===== config.mk =====
export PLATFORM = sky130hd
export DESIGN_NAME = spdh_serial_port
export DESIGN_NICKNAME = d
export VERILOG_FILES = /design/src/include/spdh_pkg.sv /design/src/hw/spdh_rx.sv /design/src/hw/spdh_serial_port.sv
export VERILOG_INCLUDE_DIRS = /design/src /design/src/include
export SDC_FILE = /design/constraint.sdc
export NUM_CORES = 1
export LEC_CHECK = 0
export BUFFER_PORTS_ARGS = -buffer_cell sky130_fd_sc_hd__buf_2
export CAP_MARGIN = 10
export CORE_MARGIN = 2
export CORE_UTILIZATION = 52
export DETAILED_ROUTE_END_ITERATION = 6
export HOLD_SLACK_MARGIN = 0.03
export PLACE_DENSITY = 0.71
export SLEW_MARGIN = 10
export SYNTH_ARGS = -nofsm -noshare
export SYNTH_HDL_FRONTEND = slang
export SYNTH_SLANG_ARGS = --single-unit

===== constraint.sdc =====
create_clock -name pclk -period 4.09 [get_ports pclk]
set_clock_uncertainty 0.2 [all_clocks]
set_input_delay 0.818 -clock pclk [delete_from_list [all_inputs] [get_ports pclk]]
set_output_delay 0.818 -clock pclk [all_outputs]
set_load 0.05 [all_outputs]

===== src/include/spdh_regs.svh =====
// register offsets, field positions, reset values and timing counts of the serial port
`ifndef SPDH_REGS_SVH
`define SPDH_REGS_SVH

`define SPDH_CTRL_OFF       12'h000
`define SPDH_STAT_OFF       12'h004
`define SPDH_TXDATA_OFF     12'h008
`define SPDH_RXDATA_OFF     12'h00C
`define SPDH_CMD_OFF        12'h010

// control register fields
`define SPDH_CTRL_EN_BIT    0
`define SPDH_CTRL_BAUD_LSB  1
`define SPDH_CTRL_PAR_LSB   4
`define SPDH_CTRL_RESET     32'h0000_0000

// command register: write one to pulse
`define SPDH_CMD_RESP_END   0
`define SPDH_CMD_MODE_LSB   1
`define SPDH_CMD_MODE_GO    3

// status bits
`define SPDH_ST_RXV         0
`define SPDH_ST_RXFULL      1
`define SPDH_ST_TXBUSY      2
`define SPDH_ST_HOLDOFF     3
`define SPDH_ST_SUSP        4
`define SPDH_ST_RESP        5
`define SPDH_ST_ABORT       6
`define SPDH_ST_PERR        7
`define SPDH_ST_MODE_LSB    8
`define SPDH_ST_FRERR       10

// frame and buffer figures
`define SPDH_FRAME_BITS     4'd11
`define SPDH_RXBUF_DEPTH    100
`define SPDH_RXCNT_W        7
`define SPDH_CHAR_CR        8'h0D
`define SPDH_CHAR_LF        8'h0A
`define SPDH_CHAR_ETX       8'h03

// clock and bit periods
`define SPDH_CLK_HZ         20000000
`define SPDH_DIV_W          17

`endif


===== src/include/spdh_pkg.sv =====
// types shared by the serial port design files
package spdh_pkg;
	typedef enum logic [2:0] {
		SPDH_B300,
		SPDH_B600,
		SPDH_B1200,
		SPDH_B2400,
		SPDH_B4800,
		SPDH_B9600
	} spdh_baud_t;

	typedef enum logic [1:0] {
		SPDH_PAR_NONE,
		SPDH_PAR_EVEN,
		SPDH_PAR_ODD
	} spdh_par_t;

	typedef enum logic [1:0] {
		SPDH_LOCAL,
		SPDH_REMOTE,
		SPDH_LOCKOUT
	} spdh_mode_t;
endpackage


===== src/hw/spdh_rx.sv =====
// receive half of the serial port: start detect, mid-bit sampling, frame check up to the first stop bit
`timescale 1ns/1ps
`include "spdh_regs.svh"
module spdh_rx (
	input  wire logic                    pclk,
	input  wire logic                    presetn,
	input  wire logic                    enable,
	input  wire logic [`SPDH_DIV_W-1:0]  bit_div,
	input  wire logic                    par_on,
	input  wire logic                    par_odd,
	input  wire logic                    rxd,
	output logic                         rx_valid,
	output logic [7:0]                   rx_data,
	output logic                         rx_perr,
	output logic                         rx_ferr
);
	logic [`SPDH_DIV_W-1:0] cnt_q;
	logic [3:0]             bit_q;
	logic [9:0]             sh_q;
	logic                   busy_q;
	logic                   rxd_s1_q;
	logic                   rxd_s2_q;
	wire                    tick = (cnt_q == '0);

	// rxd comes from a cable, so it is synchronised before any decision looks at it
	always_ff @(posedge pclk or negedge presetn) begin
		if (!presetn) begin
			rxd_s1_q <= 1'b1;
			rxd_s2_q <= 1'b1;
		end else begin
			rxd_s1_q <= rxd;
			rxd_s2_q <= rxd_s1_q;
		end
	end

	always_ff @(posedge pclk or negedge presetn) begin
		if (!presetn) begin
			cnt_q    <= '0;
			bit_q    <= 4'h0;
			sh_q     <= 10'h000;
			busy_q   <= 1'b0;
			rx_valid <= 1'b0;
			rx_data  <= 8'h00;
			rx_perr  <= 1'b0;
			rx_ferr  <= 1'b0;
		end else begin
			rx_valid <= 1'b0;
			if (!busy_q) begin
				if (enable && !rxd_s2_q) begin
					busy_q <= 1'b1;
					bit_q  <= 4'h0;
					cnt_q  <= bit_div >> 1;
				end
			end else if (!tick) begin
				cnt_q <= cnt_q - 1'b1;
			end else begin
				cnt_q <= bit_div;
				bit_q <= bit_q + 4'h1;
				sh_q  <= {rxd_s2_q, sh_q[9:1]};
				if (bit_q == 4'h0 && rxd_s2_q) begin
					busy_q <= 1'b0;
				end
				// lsb first; the second stop bit is not waited for, it overlaps the next start hunt
				if (bit_q == 4'h9) begin
					busy_q   <= 1'b0;
					rx_valid <= 1'b1;
					rx_data  <= par_on ? {1'b0, sh_q[8:2]} : sh_q[9:2];
					rx_perr  <= par_on & ((^sh_q[9:2]) ^ par_odd);
					rx_ferr  <= ~rxd_s2_q;
				end
			end
		end
	end
endmodule


===== src/hw/spdh_serial_port.sv =====
// serial programming port with holdoff and ready handshake, apb register file
//
// What the document asks of this block and its host
// frames are eleven bits long
// seven bits plus parity, or eight bits
// six selectable baud rates, 300 to 9600
// always one start, two stop bits
// serial selection disables the parallel bus
// holdoff true while input can be accepted
// host stops within ten characters of holdoff
// holdoff false while receive buffer is full
// holdoff false while query response pending
// host ends commands with newline, reads responses
// sample host ready before each character
// holdoff stays false while output suspended
// control-C aborts and discards pending output
// host drops ready before sending control-C
// hosts without handshake tie ready true
// responses end with carriage return, newline
// mode commands accepted only over serial
// local mode enables all panel keys
// remote keeps local key; lockout disables all
// host selects remote before serial traffic
// lsb first, low start, high stops
`timescale 1ns/1ps
`include "spdh_regs.svh"
module spdh_serial_port (
	input  wire logic        pclk,
	input  wire logic        presetn,
	input  wire logic        psel,
	input  wire logic        penable,
	input  wire logic        pwrite,
	input  wire logic [11:0] paddr,
	input  wire logic [31:0] pwdata,
	output logic      [31:0] prdata,
	output logic             pready,
	output logic             pslverr,
	input  wire logic        rxd,
	output logic             txd,
	output logic             holdoff,
	input  wire logic        host_ready,
	output logic             parallel_bus_en,
	output logic             panel_keys_en,
	output logic             local_key_en,
	output logic             device_clear
);
	// configuration
	logic                    en_q;
	spdh_pkg::spdh_baud_t    baud_q;
	spdh_pkg::spdh_par_t     par_q;
	spdh_pkg::spdh_mode_t    mode_q;

	// receive buffer
	logic [7:0]                 rxbuf [0:`SPDH_RXBUF_DEPTH-1];
	logic [`SPDH_RXCNT_W-1:0]   wr_q;
	logic [`SPDH_RXCNT_W-1:0]   rd_q;
	logic [`SPDH_RXCNT_W-1:0]   cnt_q;

	// transmit side, ready synchroniser and sticky receive error flags
	logic [7:0]              txhold_q;
	logic                    txhold_v_q;
	logic [1:0]              term_q;
	logic                    resp_q;
	logic                    tx_busy_q;
	logic [10:0]             tx_sh_q;
	logic [3:0]              tx_bit_q;
	logic [`SPDH_DIV_W-1:0]  tx_cnt_q;
	logic                    susp_q;
	logic                    abort_q;
	logic                    perr_q;
	logic                    ferr_q;
	logic                    rdy_s1_q;
	logic                    rdy_s2_q;

	logic                    rx_valid;
	logic [7:0]              rx_data;
	logic                    rx_perr;
	logic                    rx_ferr;

	function automatic logic [`SPDH_DIV_W-1:0] baud_div(input spdh_pkg::spdh_baud_t b);
		case (b)
			spdh_pkg::SPDH_B300:  baud_div = `SPDH_DIV_W'(`SPDH_CLK_HZ / 300 - 1);
			spdh_pkg::SPDH_B600:  baud_div = `SPDH_DIV_W'(`SPDH_CLK_HZ / 600 - 1);
			spdh_pkg::SPDH_B1200: baud_div = `SPDH_DIV_W'(`SPDH_CLK_HZ / 1200 - 1);
			spdh_pkg::SPDH_B2400: baud_div = `SPDH_DIV_W'(`SPDH_CLK_HZ / 2400 - 1);
			spdh_pkg::SPDH_B4800: baud_div = `SPDH_DIV_W'(`SPDH_CLK_HZ / 4800 - 1);
			default:              baud_div = `SPDH_DIV_W'(`SPDH_CLK_HZ / 9600 - 1);
		endcase
	endfunction

	function automatic logic [`SPDH_RXCNT_W-1:0] ptr_inc(input logic [`SPDH_RXCNT_W-1:0] p);
		ptr_inc = (p == `SPDH_RXCNT_W'(`SPDH_RXBUF_DEPTH - 1)) ? '0 : p + 1'b1;
	endfunction

	wire [`SPDH_DIV_W-1:0] bit_div = baud_div(baud_q);
	wire par_on  = (par_q != spdh_pkg::SPDH_PAR_NONE);
	wire par_odd = (par_q == spdh_pkg::SPDH_PAR_ODD);

	// apb decode; zero wait states
	wire acc       = psel & penable;
	wire wr_acc    = acc & pwrite;
	wire rd_acc    = acc & ~pwrite;
	wire hit_ctrl  = (paddr == `SPDH_CTRL_OFF);
	wire hit_stat  = (paddr == `SPDH_STAT_OFF);
	wire hit_tx    = (paddr == `SPDH_TXDATA_OFF);
	wire hit_rx    = (paddr == `SPDH_RXDATA_OFF);
	wire hit_cmd   = (paddr == `SPDH_CMD_OFF);
	wire hit_any   = hit_ctrl | hit_stat | hit_tx | hit_rx | hit_cmd;
	wire wr_ctrl   = wr_acc & hit_ctrl;
	wire wr_tx     = wr_acc & hit_tx & ~txhold_v_q & ~abort_q;
	wire wr_cmd    = wr_acc & hit_cmd;
	wire rd_rx     = rd_acc & hit_rx & (cnt_q != '0);
	wire resp_end  = wr_cmd & pwdata[`SPDH_CMD_RESP_END];
	wire mode_go   = wr_cmd & pwdata[`SPDH_CMD_MODE_GO];
	wire [1:0] mode_sel = pwdata[`SPDH_CMD_MODE_LSB +: 2];
	// status access side effects and the mode strobe
	wire stat_rd   = rd_acc & hit_stat;
	wire abort_clr = wr_acc & hit_stat & pwdata[`SPDH_ST_ABORT];
	wire mode_ok   = mode_go & en_q & (mode_sel != 2'd3);

	// control-C acts on arrival; it is not stored in the buffer
	wire ctrl_c    = rx_valid & (rx_data == `SPDH_CHAR_ETX);
	wire rx_push   = rx_valid & ~ctrl_c & (cnt_q != `SPDH_RXCNT_W'(`SPDH_RXBUF_DEPTH));
	wire rx_full   = (cnt_q == `SPDH_RXCNT_W'(`SPDH_RXBUF_DEPTH));

	wire tx_tick   = (tx_cnt_q == '0);
	// the held byte goes before the terminator, so a late end of response cannot overtake it
	wire [7:0] tx_char = txhold_v_q       ? txhold_q :
	                     (term_q == 2'd2) ? `SPDH_CHAR_CR : `SPDH_CHAR_LF;
	wire tx_have   = txhold_v_q | (term_q != 2'd0);
	wire tx_par    = par_odd ? ~(^tx_char[6:0]) : (^tx_char[6:0]);
	wire [7:0] tx_payload = par_on ? {tx_par, tx_char[6:0]} : tx_char;
	wire tx_start  = en_q & ~tx_busy_q & tx_have & rdy_s2_q & ~abort_q;
	// strobes consumed by a transmitter start, plus the end-of-frame and end-of-response conditions
	wire tx_take_hold = tx_start & txhold_v_q;
	wire tx_take_term = tx_start & ~txhold_v_q & (term_q != 2'd0);
	wire tx_last      = tx_tick & (tx_bit_q == `SPDH_FRAME_BITS - 4'h1);
	wire resp_done    = (term_q == 2'd0) & ~txhold_v_q & ~tx_busy_q & ~resp_end;

	spdh_rx u_rx (
		.pclk     (pclk),
		.presetn  (presetn),
		.enable   (en_q),
		.bit_div  (bit_div),
		.par_on   (par_on),
		.par_odd  (par_odd),
		.rxd      (rxd),
		.rx_valid (rx_valid),
		.rx_data  (rx_data),
		.rx_perr  (rx_perr),
		.rx_ferr  (rx_ferr)
	);

	always_ff @(posedge pclk or negedge presetn) begin
		if (!presetn) begin
			rdy_s1_q <= 1'b0;
			rdy_s2_q <= 1'b0;
		end else begin
			rdy_s1_q <= host_ready;
			rdy_s2_q <= rdy_s1_q;
		end
	end

	// configuration; out-of-range codes fall back to a legal setting
	always_ff @(posedge pclk or negedge presetn) begin
		if (!presetn) begin
			en_q   <= 1'b0;
			baud_q <= spdh_pkg::SPDH_B300;
			par_q  <= spdh_pkg::SPDH_PAR_NONE;
		end else if (wr_ctrl) begin
			en_q   <= pwdata[`SPDH_CTRL_EN_BIT];
			baud_q <= (pwdata[`SPDH_CTRL_BAUD_LSB +: 3] > 3'd5) ? spdh_pkg::SPDH_B9600
			        : spdh_pkg::spdh_baud_t'(pwdata[`SPDH_CTRL_BAUD_LSB +: 3]);
			par_q  <= (pwdata[`SPDH_CTRL_PAR_LSB +: 2] == 2'd3) ? spdh_pkg::SPDH_PAR_NONE
			        : spdh_pkg::spdh_par_t'(pwdata[`SPDH_CTRL_PAR_LSB +: 2]);
		end
	end

	// mode commands only come through the serial command path, and only while it is selected
	always_ff @(posedge pclk or negedge presetn) begin
		if (!presetn) begin
			mode_q <= spdh_pkg::SPDH_LOCAL;
		end else if (mode_ok) begin
			mode_q <= spdh_pkg::spdh_mode_t'(mode_sel);
		end
	end

	// receive buffer
	always_ff @(posedge pclk) begin
		if (rx_push) begin
			rxbuf[wr_q] <= rx_data;
		end
	end

	// pointers wrap at the buffer depth, which is not a power of two
	always_ff @(posedge pclk or negedge presetn) begin
		if (!presetn) begin
			wr_q  <= '0;
			rd_q  <= '0;
			cnt_q <= '0;
		end else begin
			if (rx_push) begin
				wr_q <= ptr_inc(wr_q);
			end
			if (rd_rx) begin
				rd_q <= ptr_inc(rd_q);
			end
			cnt_q <= cnt_q + `SPDH_RXCNT_W'(rx_push) - `SPDH_RXCNT_W'(rd_rx);
		end
	end

	// sticky errors; a new error wins over a clearing read
	always_ff @(posedge pclk or negedge presetn) begin
		if (!presetn) begin
			perr_q <= 1'b0;
			ferr_q <= 1'b0;
		end else begin
			perr_q <= (rx_valid & rx_perr) | (perr_q & ~stat_rd);
			ferr_q <= (rx_valid & rx_ferr) | (ferr_q & ~stat_rd);
		end
	end

	// abort flag; a control-C in the same cycle as the clearing write wins
	always_ff @(posedge pclk or negedge presetn) begin
		if (!presetn) begin
			abort_q <= 1'b0;
		end else if (ctrl_c) begin
			abort_q <= 1'b1;
		end else if (abort_clr) begin
			abort_q <= 1'b0;
		end
	end

	// response byte held for the transmitter; control-C discards it
	always_ff @(posedge pclk or negedge presetn) begin
		if (!presetn) begin
			txhold_q   <= 8'h00;
			txhold_v_q <= 1'b0;
		end else if (ctrl_c) begin
			txhold_v_q <= 1'b0;
		end else if (wr_tx) begin
			txhold_q   <= pwdata[7:0];
			txhold_v_q <= 1'b1;
		end else if (tx_take_hold) begin
			txhold_v_q <= 1'b0;
		end
	end

	// terminator countdown: two sends carriage return, one sends newline
	always_ff @(posedge pclk or negedge presetn) begin
		if (!presetn) begin
			term_q <= 2'd0;
		end else if (ctrl_c) begin
			term_q <= 2'd0;
		end else if (resp_end && resp_q) begin
			term_q <= 2'd2;
		end else if (tx_take_term) begin
			term_q <= term_q - 2'd1;
		end
	end

	// a frame already on the line when control-C lands keeps holdoff low until it has left
	always_ff @(posedge pclk or negedge presetn) begin
		if (!presetn) begin
			resp_q <= 1'b0;
		end else if (ctrl_c) begin
			resp_q <= tx_busy_q;
		end else if (wr_tx) begin
			resp_q <= 1'b1;
		end else if (resp_done) begin
			resp_q <= 1'b0;
		end
	end

	// ready is looked at only between characters, so a frame never stops halfway
	always_ff @(posedge pclk or negedge presetn) begin
		if (!presetn) begin
			susp_q <= 1'b0;
		end else begin
			susp_q <= en_q & tx_have & ~tx_busy_q & ~rdy_s2_q;
		end
	end

	// transmitter: start low, lsb first, parity position, two stops high
	always_ff @(posedge pclk or negedge presetn) begin
		if (!presetn) begin
			tx_busy_q <= 1'b0;
			tx_sh_q   <= 11'h7FF;
			tx_bit_q  <= 4'h0;
			tx_cnt_q  <= '0;
		end else if (tx_start) begin
			tx_busy_q <= 1'b1;
			tx_sh_q   <= {2'b11, tx_payload, 1'b0};
			tx_bit_q  <= 4'h0;
			tx_cnt_q  <= bit_div;
		end else if (tx_busy_q) begin
			if (!tx_tick) begin
				tx_cnt_q <= tx_cnt_q - 1'b1;
			end else begin
				tx_cnt_q <= bit_div;
				tx_sh_q  <= {1'b1, tx_sh_q[10:1]};
				tx_bit_q <= tx_bit_q + 4'h1;
			end
			if (tx_last) begin
				tx_busy_q <= 1'b0;
			end
		end
	end

	// the current character finishes on abort; only pending ones are discarded
	assign txd = tx_busy_q ? tx_sh_q[0] : 1'b1;

	// holdoff falls for a full buffer, a pending response or a suspended output
	assign holdoff = en_q & ~rx_full & ~resp_q & ~susp_q;

	assign parallel_bus_en = ~en_q;
	assign panel_keys_en   = ~en_q | (mode_q == spdh_pkg::SPDH_LOCAL);
	assign local_key_en    = ~en_q | (mode_q != spdh_pkg::SPDH_LOCKOUT);
	assign device_clear    = ctrl_c;

	// apb read data
	wire [31:0] stat_w = {21'h0, ferr_q, mode_q, perr_q, abort_q, resp_q, susp_q,
	                      holdoff, tx_busy_q, rx_full, (cnt_q != '0)};
	wire [31:0] ctrl_w = {26'h0, par_q, baud_q, en_q};
	wire [31:0] rd_w   = hit_ctrl ? ctrl_w :
	                     hit_stat ? stat_w :
	                     hit_rx   ? {24'h0, rxbuf[rd_q]} :
	                     hit_tx   ? {31'h0, txhold_v_q} : 32'h0000_0000;

	always_ff @(posedge pclk or negedge presetn) begin
		if (!presetn) begin
			prdata <= 32'h0000_0000;
		end else if (psel && !penable && !pwrite) begin
			prdata <= rd_w;
		end
	end

	assign pready  = 1'b1;
	assign pslverr = acc & ~hit_any;
endmodule


# After elaboration in Yosys (flattened, before gate mapping)

Memory sizes are Yosys's and may differ from the RTL's.
Index checks and enable logic that the tools add are counted.

Logic and storage cells: 218
Memory bits (writable): 800
Bits of input ports: 51
Memories: 1
Flip-flop bits (word level): 157

Bitwise logic cells: 68
Order comparisons: 1
Reductions and logical operators: 32
$add $sub $neg: 9
Equality and inequality tests: 21
Mux-type cells: 54

Memories:

| name  | depth | width | read ports | clocked after Yosys merged registers in | write ports | line                   | text |
|---|---|---|---|---|---|---|---|
| rxbuf | 100   | 8     | 1          | 0                                       | 1           | spdh_serial_port.sv:54 | `` logic [7:0] rxbuf [0:`SPDH_RXBUF_DEPTH-1]; `` |

Operators with widths:

| kind                                                 | count |
|---|---|
| two-way mux 17 bit                                   | 6 |
| one-hot mux 17 bit (5 select lines)                  | 1 |
| two-way mux 11 bit                                   | 5 |
| AND 1 bit                                            | 43 |
| zero test 17 bit                                     | 2 |
| subtractor 17 x 1 -> 17 bit, second input constant   | 2 |
| two-way mux 8 bit                                    | 4 |
| equality test 12 x 4 -> 1 bit, second input constant | 2 |
| two-way mux 1 bit                                    | 24 |
| two-way mux 4 bit                                    | 6 |
| equality test 7 bit, second input constant           | 3 |
| NOT 1 bit                                            | 15 |
| adder 7 x 1 -> 7 bit, second input constant          | 2 |
| two-way mux 7 bit                                    | 2 |
| equality test 12 x 3 -> 1 bit, second input constant | 1 |
| equality test 12 x 5 -> 1 bit, second input constant | 1 |
| zero test 12 bit                                     | 1 |
| nonzero test 2 bit                                   | 6 |
| OR 1 bit                                             | 9 |
| nonzero test 3 bit                                   | 3 |
| adder 4 x 1 -> 4 bit, second input constant          | 2 |
| equality test 4 bit, second input constant           | 2 |
| equality test 8 x 2 -> 1 bit, second input constant  | 1 |
| two-way mux 2 bit                                    | 4 |
| other kinds (22)                                     | 38 |

# Logic depth before layout (Yosys ltp)

Gate-level depths: netlist of the first run.

Depth after elaboration: 10
Gate-level depth with buffers: 18

# By module

A second synthesis of the first run with hierarchy kept.

Cells, all modules: 2360
Area, all modules: 38926.1 µm²

By module, submodules not included:

| module           | area each (µm²) | seq. area each (µm²) | instances | cells each |
|---|---|---|---|---|
| spdh_serial_port | 36389.9         | 26261.4              | 1         | 2081 |
| spdh_rx          | 2536.2          | 1078.5               | 1         | 279 |

# Worst setup path after synthesis of the first run

No wires, ideal clock.

Path kind: flip-flop to flip-flop
From: register u_rx.rx_data[5]
To: register cnt_q[6]
Data required time: 3765 ps
Buffers on the path: 1
Data arrival time: 3776 ps
Period minus slack after synthesis: 4101 ps
Slack: -11 ps
Stages on the path, launching flop included: 18
Cell sequence: dfrtp_1 > nor4_1 > nand4_1 > and3_1 > clkbuf_1 > inv_1 > ha_1 > inv_1 > ha_1 > inv_1 > fa_1 > inv_1 > a21oi_1 > nor2_1 > o21ai_0 > a21oi_1 > nor2_1 > xnor2_1

Word-level cells in the longest chain between the ends: 7

RTL lines:

| what                                   | line                    | text |
|---|---|---|
| from (decl)                            | spdh_rx.sv:13           | `output logic [7:0] rx_data,` |
| from (signal assigned)                 | spdh_rx.sv:67           | `rx_data <= par_on ? {1'b0, sh_q[8:2]} : sh_q[9:2];` |
| equality test 8 x 2 -> 1 bit (no line) | -                       |  |
| AND 1 bit                              | spdh_serial_port.sv:122 | `` wire ctrl_c = rx_valid & (rx_data == `SPDH_CHAR_ETX); `` |
| NOT 1 bit (no line)                    | -                       |  |
| AND 1 bit (2 in series)                | spdh_serial_port.sv:123 | `` wire rx_push = rx_valid & ~ctrl_c & (cnt_q != `SPDH_RXCNT_W'(`SPDH_RXBUF_DEPTH)); `` |
| adder 7 x 1 -> 7 bit                   | spdh_serial_port.sv:208 | `` cnt_q <= cnt_q + `SPDH_RXCNT_W'(rx_push) - `SPDH_RXCNT_W'(rd_rx); `` |
| subtractor 7 x 1 -> 7 bit              | spdh_serial_port.sv:208 |  |
| to (signal assigned)                   | spdh_serial_port.sv:208 |  |
| to (decl)                              | spdh_serial_port.sv:57  | `` logic [`SPDH_RXCNT_W-1:0] cnt_q; `` |

Every way passes these cells.
A chain may end at the register's enable or synchronous reset.

# Worst setup path in the final report of the first run

From: register cnt_q[3]
To: memory rxbuf[98][2] (enable)

Word-level cells in the longest chain between the ends: 4

RTL lines:

| what                                    | line                    | text |
|---|---|---|
| inequality test 7 bit                   | spdh_serial_port.sv:123 |  |
| AND 1 bit                               | spdh_serial_port.sv:123 |  |
| two-way mux 1 bit                       | spdh_serial_port.sv:190 | `if (rx_push) begin` |
| two-way mux 1 bit (not written as such) | spdh_serial_port.sv:191 | `rxbuf[wr_q] <= rx_data;` |
| to (decl)                               | spdh_serial_port.sv:54  |  |

Every way passes these cells.

==> results.md, run 1 <==
* Vias in the first global route at around 22k
* Min-Delay Path Class: input port to register
* Vias at 21.9k
* Post-layout power at ~0.021 W
* RSZ-0062 raised after global routing: no
* Synth area leaders: edfxtp_1, mux4_2, dfrtp_1, mux2i_1, nor2_1
* Overflow after GRT at 0
* Setup slack, reg-to-reg at ~0.3 ns
* Final Max Tran Viols at 0
* N_diodes at 0
* Nets at approximately 2.5k
* Avg Cell Area, Syn at ~17 µm²
* Worst-path clk slew at 0.06 ns
* Seq cells post-synth at 932
* LEAKAGE at around 14 nW
* Worst hold path endpoint: rdy_s1_q
* GP Congestion at around 0.88
* Setup slack at placement at around 0.22 ns
* Initial Util at 0.526
* Drt wl/cell at 25.8 µm
* Initial antenna violation count at 0
* Drt pass-1 iters at 7
* Std-Cell Rows at 99
* CP cell instances: inv_1 > ha_1 > nand4_1 > and3_1 > inv_1 > nor2_1 > nand2_1 > buf_4 > nor2_1
* Crit path max fanout at 9
* Top delay family on crit path: simple AND/OR/NAND/NOR gates
* TritonCTS Buffers at 94
* Critical Path Start Type: register
* Crit Path Category: register to register
* Max incr delay on CP at 0.66 ns
* DRC viols at 2
* Slew Limit Headroom at 0.188
* Final Routed Wirelength at around 90 mm
* Final setup margin at just over 0.3 ns
* Number of port buffers at between 40 and 50
* Status: complete, but fails checks
* Fin. Hold Viols at 0
* Share of cells above drive strength 1 at 0.200
* EDFF count, synth at 800
* Hold Crit Start: host_ready
* PD cells at about 480 mW/mm²
* Area grow syn2layout at 12.2%
* Starting DRT DRC Count at 2,892
* DP Area at roughly 0.040 mm²
* # Max-Cap Violations at 0
* CTS tree: yes
* Reg2Reg Depth at 9
* Register area at ~0.027 mm²
* Final setup vio count at 0
* Core area at around 0.073 mm²
* # H-tree levels at 3
* Netlist Area Pre-Place at approximately 0.039 mm²
* Max Root-Sink Buffers at 3
* Via density at approximately 6.3
* Die Span X at roughly 280 µm
* Worst Path Buf+Inv at 3
* Critical path arrival at slightly below 4 ns
* Worst setup startpoint: cnt_q[3]
* TNS Setup at 0 ns
* Max Fclk at 264 MHz
* Area of the multi-input gates at 0.0104 mm²
* Tmin final at 3.79 ns
* CTS root buffer: clkbuf_16
* Slew @ Worst Pin at 1.22 ns
* Design Area, Final at between 0.04 and 0.05 mm²
* Share of the yosys chip area belonging to registers at 0.709
* # fillers at roughly 5.3k
* Cells after Synth at 2,335
* Ys async rst share at 0.142
* Die Area at ~0.076 mm²
* Worst IR Drop VDD at around 0.35 mV
* Critical Path End Type: register
* CP max-delay cell: nor2_1
* Die height at 276 µm
* Top_reg_cell synth: edfxtp_1
* Global-route wire length before repair at between 100 and 150 mm
* I/O pins at 91
* R2r endpoint: rxbuf[98][2]
* Post-CTS Resized at 0
* Insertion delay of the later-clocked pin in the worst-skew pair at ~0.66 ns
* Violated checks: design-rule violations
* Final antenna-violating net count at 0
* Worst hold stages at 1
* Critical R2R Launch: cnt_q[3]
* GRT Util Overall at 0.236
* Synth area leader: edfxtp_1
* Part of the cycle the worst path needs at 0.926
* Largest net degree at the start of global routing at 111
* CP required at between 4 and 5 ns
* Final HPWL DP at 55.5 mm
* CTS sink cnt at approximately 930
* Share of the synthesized area in the top cell type at 0.623
* Synth warn at 0
* Library cells used by synthesis at 85
flip-flops by register name, indices dropped and copies added, names as in the netlist, 3 cells and up:
register,count
tx_cnt_q,17
cnt_q,7
tx_bit_q,4
u_rx.cnt_q,17
prdata,11
rxbuf,800
wr_q,7
rd_q,7
u_rx.sh_q,8
u_rx.rx_data,8
u_rx.bit_q,4
tx_sh_q,9
baud_q,3
txhold_q,8
logic make-up after synthesis:
family                     share of synthesized area
DFF                                            0.709
adders and majority gates                    0.00734
other                                       0.000195
and+or+nand+nor                               0.0668
buffers and inverters                         0.0239
AOI/OAI and AO/OA                             0.0553
muxes                                          0.128
xor gates and xnor gates                     0.00864
worst max-delay path by stage:
stage / end / cells past startpoint / slack (ns)
after detailed placement: cnt_q[6] / 17 / 0.22
after CTS: rxbuf[42][5] / 9 / 0.41
after floorplan: cnt_q[6] / 17 / 0.04
after global routing: rxbuf[50][4] / 9 / 0.24
after global placement: cnt_q[6] / 17 / 0.24
final: rxbuf[98][2] / 9 / 0.30
report_power, final:
group / switching, W / internal [W] / total, W
clock network: 0.00359 / 0.00497 / 0.00856
logic: 0.00112 / 0.000640 / 0.00176
registers: 0.000144 / 0.0103 / 0.0105
total: 0.00485 / 0.0159 / 0.0208
per-layer routing:
layer,up-vias,wire length [µm],share of wire,global-route usage
met2,1074,42100,0.47,0.366
li1,9355,-,-,-
met5,-,0,0,0
met1,11300,37100,0.41,0.342
met4,0,2510,0.028,0.0785
met3,158,8080,0.090,0.0430
cell usage after synthesis, types with 23 or more instances:
library cell and n:
inv_1 30, edfxtp_1 800, clkbuf_1 64, buf_2 33, nand2_1 180, xnor2_1 24, o21ai_1 39, mux2_2 23
dfrtp_1 121, nor2_1 205, mux2i_1 95, a22oi_1 26, mux4_2 165, a21oi_1 74, nand3_1 35, o21ai_0 35
buf_4 32
metrics by stage:
stage | util | hold slack, ns | std cells
2_1_floorplan | - | 0.131 | 2355
3_3_place_gp | 0.548 | 0.141 | 3312
3_5_place_dp | 0.548 | 0.145 | 3312
4_1_cts | 0.591 | 0.0671 | 3486
5_1_grt | 0.591 | 0.0885 | 3486
6_report | 0.591 | 0.0958 | 3486
area by class of cell:
type / instances / share of cell area
clock buffer: 112 / 0.0584
clock inverter: 61 / 0.0132
tap: 959 / 0.0277
sequential: 932 / 0.633
inverter: 31 / 0.00269
multi-input combinational: 1246 / 0.240
timing repair buffer: 145 / 0.0257
layout by cell type, fill, tap and decap left out, drive strengths merged, types with 18 or more instances in the layout:
master / instances
nand3: 35
a22oi: 26
nor3: 23
ha: 21
xnor2: 24
conb: 22
o21ai: 74
a22o: 18
inv: 33
clkbuf: 112
mux4: 165
mux2i: 95
dfrtp: 121
a21oi: 74
a221oi: 18
buf: 144
edfxtp: 800
nand2: 181
clkinv: 47
nor2: 206
mux2: 25
timing repair:
item	4_1_cts	5_1_grt
setup buffers	0	0
endpoints found under the hold margin	1	0
hold buffers	1	0
setup endpoints to repair	0	0
Power figures use the tool's default switching activity.
==> run 2, diff against run 1 <==
CTS_BUF_LIST = sky130_fd_sc_hd__clkbuf_4   (was unset)
==> run 2 against run 1 <==
  * The run now ends clean
  * Critical path type is now register to output port
  * Non-clock buffer count grew 20
  * Critical path depth decreased by 4
  * Clock power fell by 13%
  * Sequential power about the same
  * First-iteration DRC count is 0.83% higher
  * Flip-flop and latch count did not move
  * Setup slack got worse by 0.080 ns
  * Register-to-register slack improved by 0.03 ns
  * Total power down 5.4%
  * Die area unchanged
  * Cell area decreased by 0.12%
  * Global-route usage increased by 0.35 points
==> results.md, run 2 (synthesized netlist as in run 1, its figures left out) <==
* Vias at approximately 23k
* RSZ-0062 raised after global routing: no
* CP required at 3.07 ns
* Fin. Hold Viols at 0
* Die height at ~280 µm
* Regs by FF count: rxbuf (800), tx_cnt_q (17), u_rx.cnt_q (17)
* Commonest non-fill, non-tap cells in the layout: edfxtp_1, clkbuf_4, nor2_1, nand2_1, mux4_2
* # H-tree levels at 4
* Largest Register: rxbuf
* Critical Path Start Type: register
* Slew Limit Headroom at 0.182
* Worst-path clk slew at 0.07 ns
* Crit Path Category: register to output port
* Tmin final at about 3.9 ns
* TNS Setup at 0 ns
* Crit path max fanout at 4
* Post-CTS Hold Fix Bufs at 21
* Setup bufs post-CTS at 0
* Drt pass-1 iters at 7
* CTS sink cnt at a little over 900
* CTS tree: yes
* Final Max Tran Viols at 0
* Status: finished, final reports clean
* Critical Path End Type: output port
* Min-Delay Path Class: register to register
* Commonest non-fill, non-tap cell in the layout: edfxtp_1
* Drt wl/cell at 24.3 µm
* Die Area at between 0.07 and 0.08 mm²
* Final HPWL DP at roughly 56 mm
* GP Congestion at around 0.88
* DRC viols at 0
* TritonCTS Buffers at 222
* Die Span X at ~280 µm
* Vias in the first global route at approximately 23k
* CTS root buffer: clkbuf_4
* Global-route wire length before repair at between 100 and 150 mm
* Final setup margin at between 0.2 and 0.25 ns
* Via density at about 6
* Core area at 0.0732 mm²
* GRT Util Overall at 0.239
* PD cells at 456 mW/mm²
* Max Root-Sink Buffers at 3
* Std-Cell Rows at slightly below 100
* Worst IR Drop VDD at 0.231 mV
* Area grow syn2layout at 12.1%
* Final setup vio count at 0
* I/O pins at 91
* Part of the cycle the worst path needs at 0.946
* Setup slack at placement at ~0.22 ns
* Final antenna-violating net count at 0
* Starting DRT DRC Count at slightly below 3k
* Initial Util at 0.526
* Post-CTS Resized at 0
* Final Routed Wirelength at about 91 mm
* Insertion delay of the later-clocked pin in the worst-skew pair at about 1.1 ns
* Largest register FFs at 800
* Slew @ Worst Pin at approximately 1.2 ns
* # Max-Cap Violations at 0
* Share of cells above drive strength 1 at 0.262
* Nets at around 2.7k
* Overflow after GRT at 0
* Critical path arrival at 2.85 ns
* Initial antenna violation count at 2
* Largest net degree at the start of global routing at ~110
* Max Fclk at 259 MHz
* Number of port buffers at 44
* LEAKAGE at around 14 nW
==> run 2: cell types whose count changed in the layout (fill, tap and decap cells not counted), sizes merged <==
cell	delta
clkbuf	+228
diode	+1
dlygate4sd3	+20
bufinv	-9
clkinv	-3
inv	+7
==> run 2: path summary, 6_finish.rpt <==
kind / start / endpoint / depth (start not counted) / slack, ns
min reg2reg: u_rx.rxd_s1_q / u_rx.rxd_s2_q / 0 / 0.16
max: cnt_q[3] / holdoff / 5 / 0.22
max in group asynchronous: presetn / u_rx.rxd_s1_q / 3 / 2.44
min: u_rx.rxd_s1_q / u_rx.rxd_s2_q / 0 / 0.16
max reg2reg: cnt_q[3] / rxbuf[98][7] / 9 / 0.33
min in group asynchronous: presetn / cnt_q[6] / 2 / 0.25
==> run 2: report_power, final <==
group          internal (W)  switching [W]  total (W)
registers            0.0103       0.000144     0.0105
clock network       0.00380        0.00363    0.00743
logic              0.000650        0.00112    0.00177
==> run 2: layout make-up <==
| cell class | instances | area, µm² |
|---|---|---|
| Antenna cell | 1 | 2.50 |
| Sequential cell | 932 | 27400 |
| Clock buffer | 340 | 2550 |
| Multi-Input combinational cell | 1246 | 10400 |
| Tap cell | 959 | 1200 |
| Timing Repair Buffer | 165 | 1310 |
| Inverter | 31 | 116 |
| Fill cell | 5438 | 30000 |
| Clock inverter | 56 | 287 |
==> run 2: layer usage <==
layer	track usage	part of all wire
met5	0	0.00014
met1	0.336	0.41
met4	0.0865	0.027
met3	0.0572	0.091
met2	0.370	0.47
==> run 2: per-stage QoR <==
step / std cells / hold slack (ns) / instance area, µm² / util / power (W)
global route: 3730 / 0.126 / 43200 / 0.590 / 0.0205
floorplan: 2355 / 0.131 / 38600 / - / 0.0120
detailed placement: 3312 / 0.145 / 40100 / 0.548 / 0.0124
CTS: 3729 / 0.0402 / 43200 / 0.590 / 0.0198
finish: 3730 / 0.162 / 43200 / 0.590 / 0.0197
global placement: 3312 / 0.141 / 40100 / 0.548 / 0.0123
==> run 2: critical path, cell delays in order (launching register included) <==
cell and delay, ns:
dfrtp_1 0.36, inv_1 0.07, ha_1 0.22, nand4_1 0.20
nor4b_1 0.55, buf_2 0.38
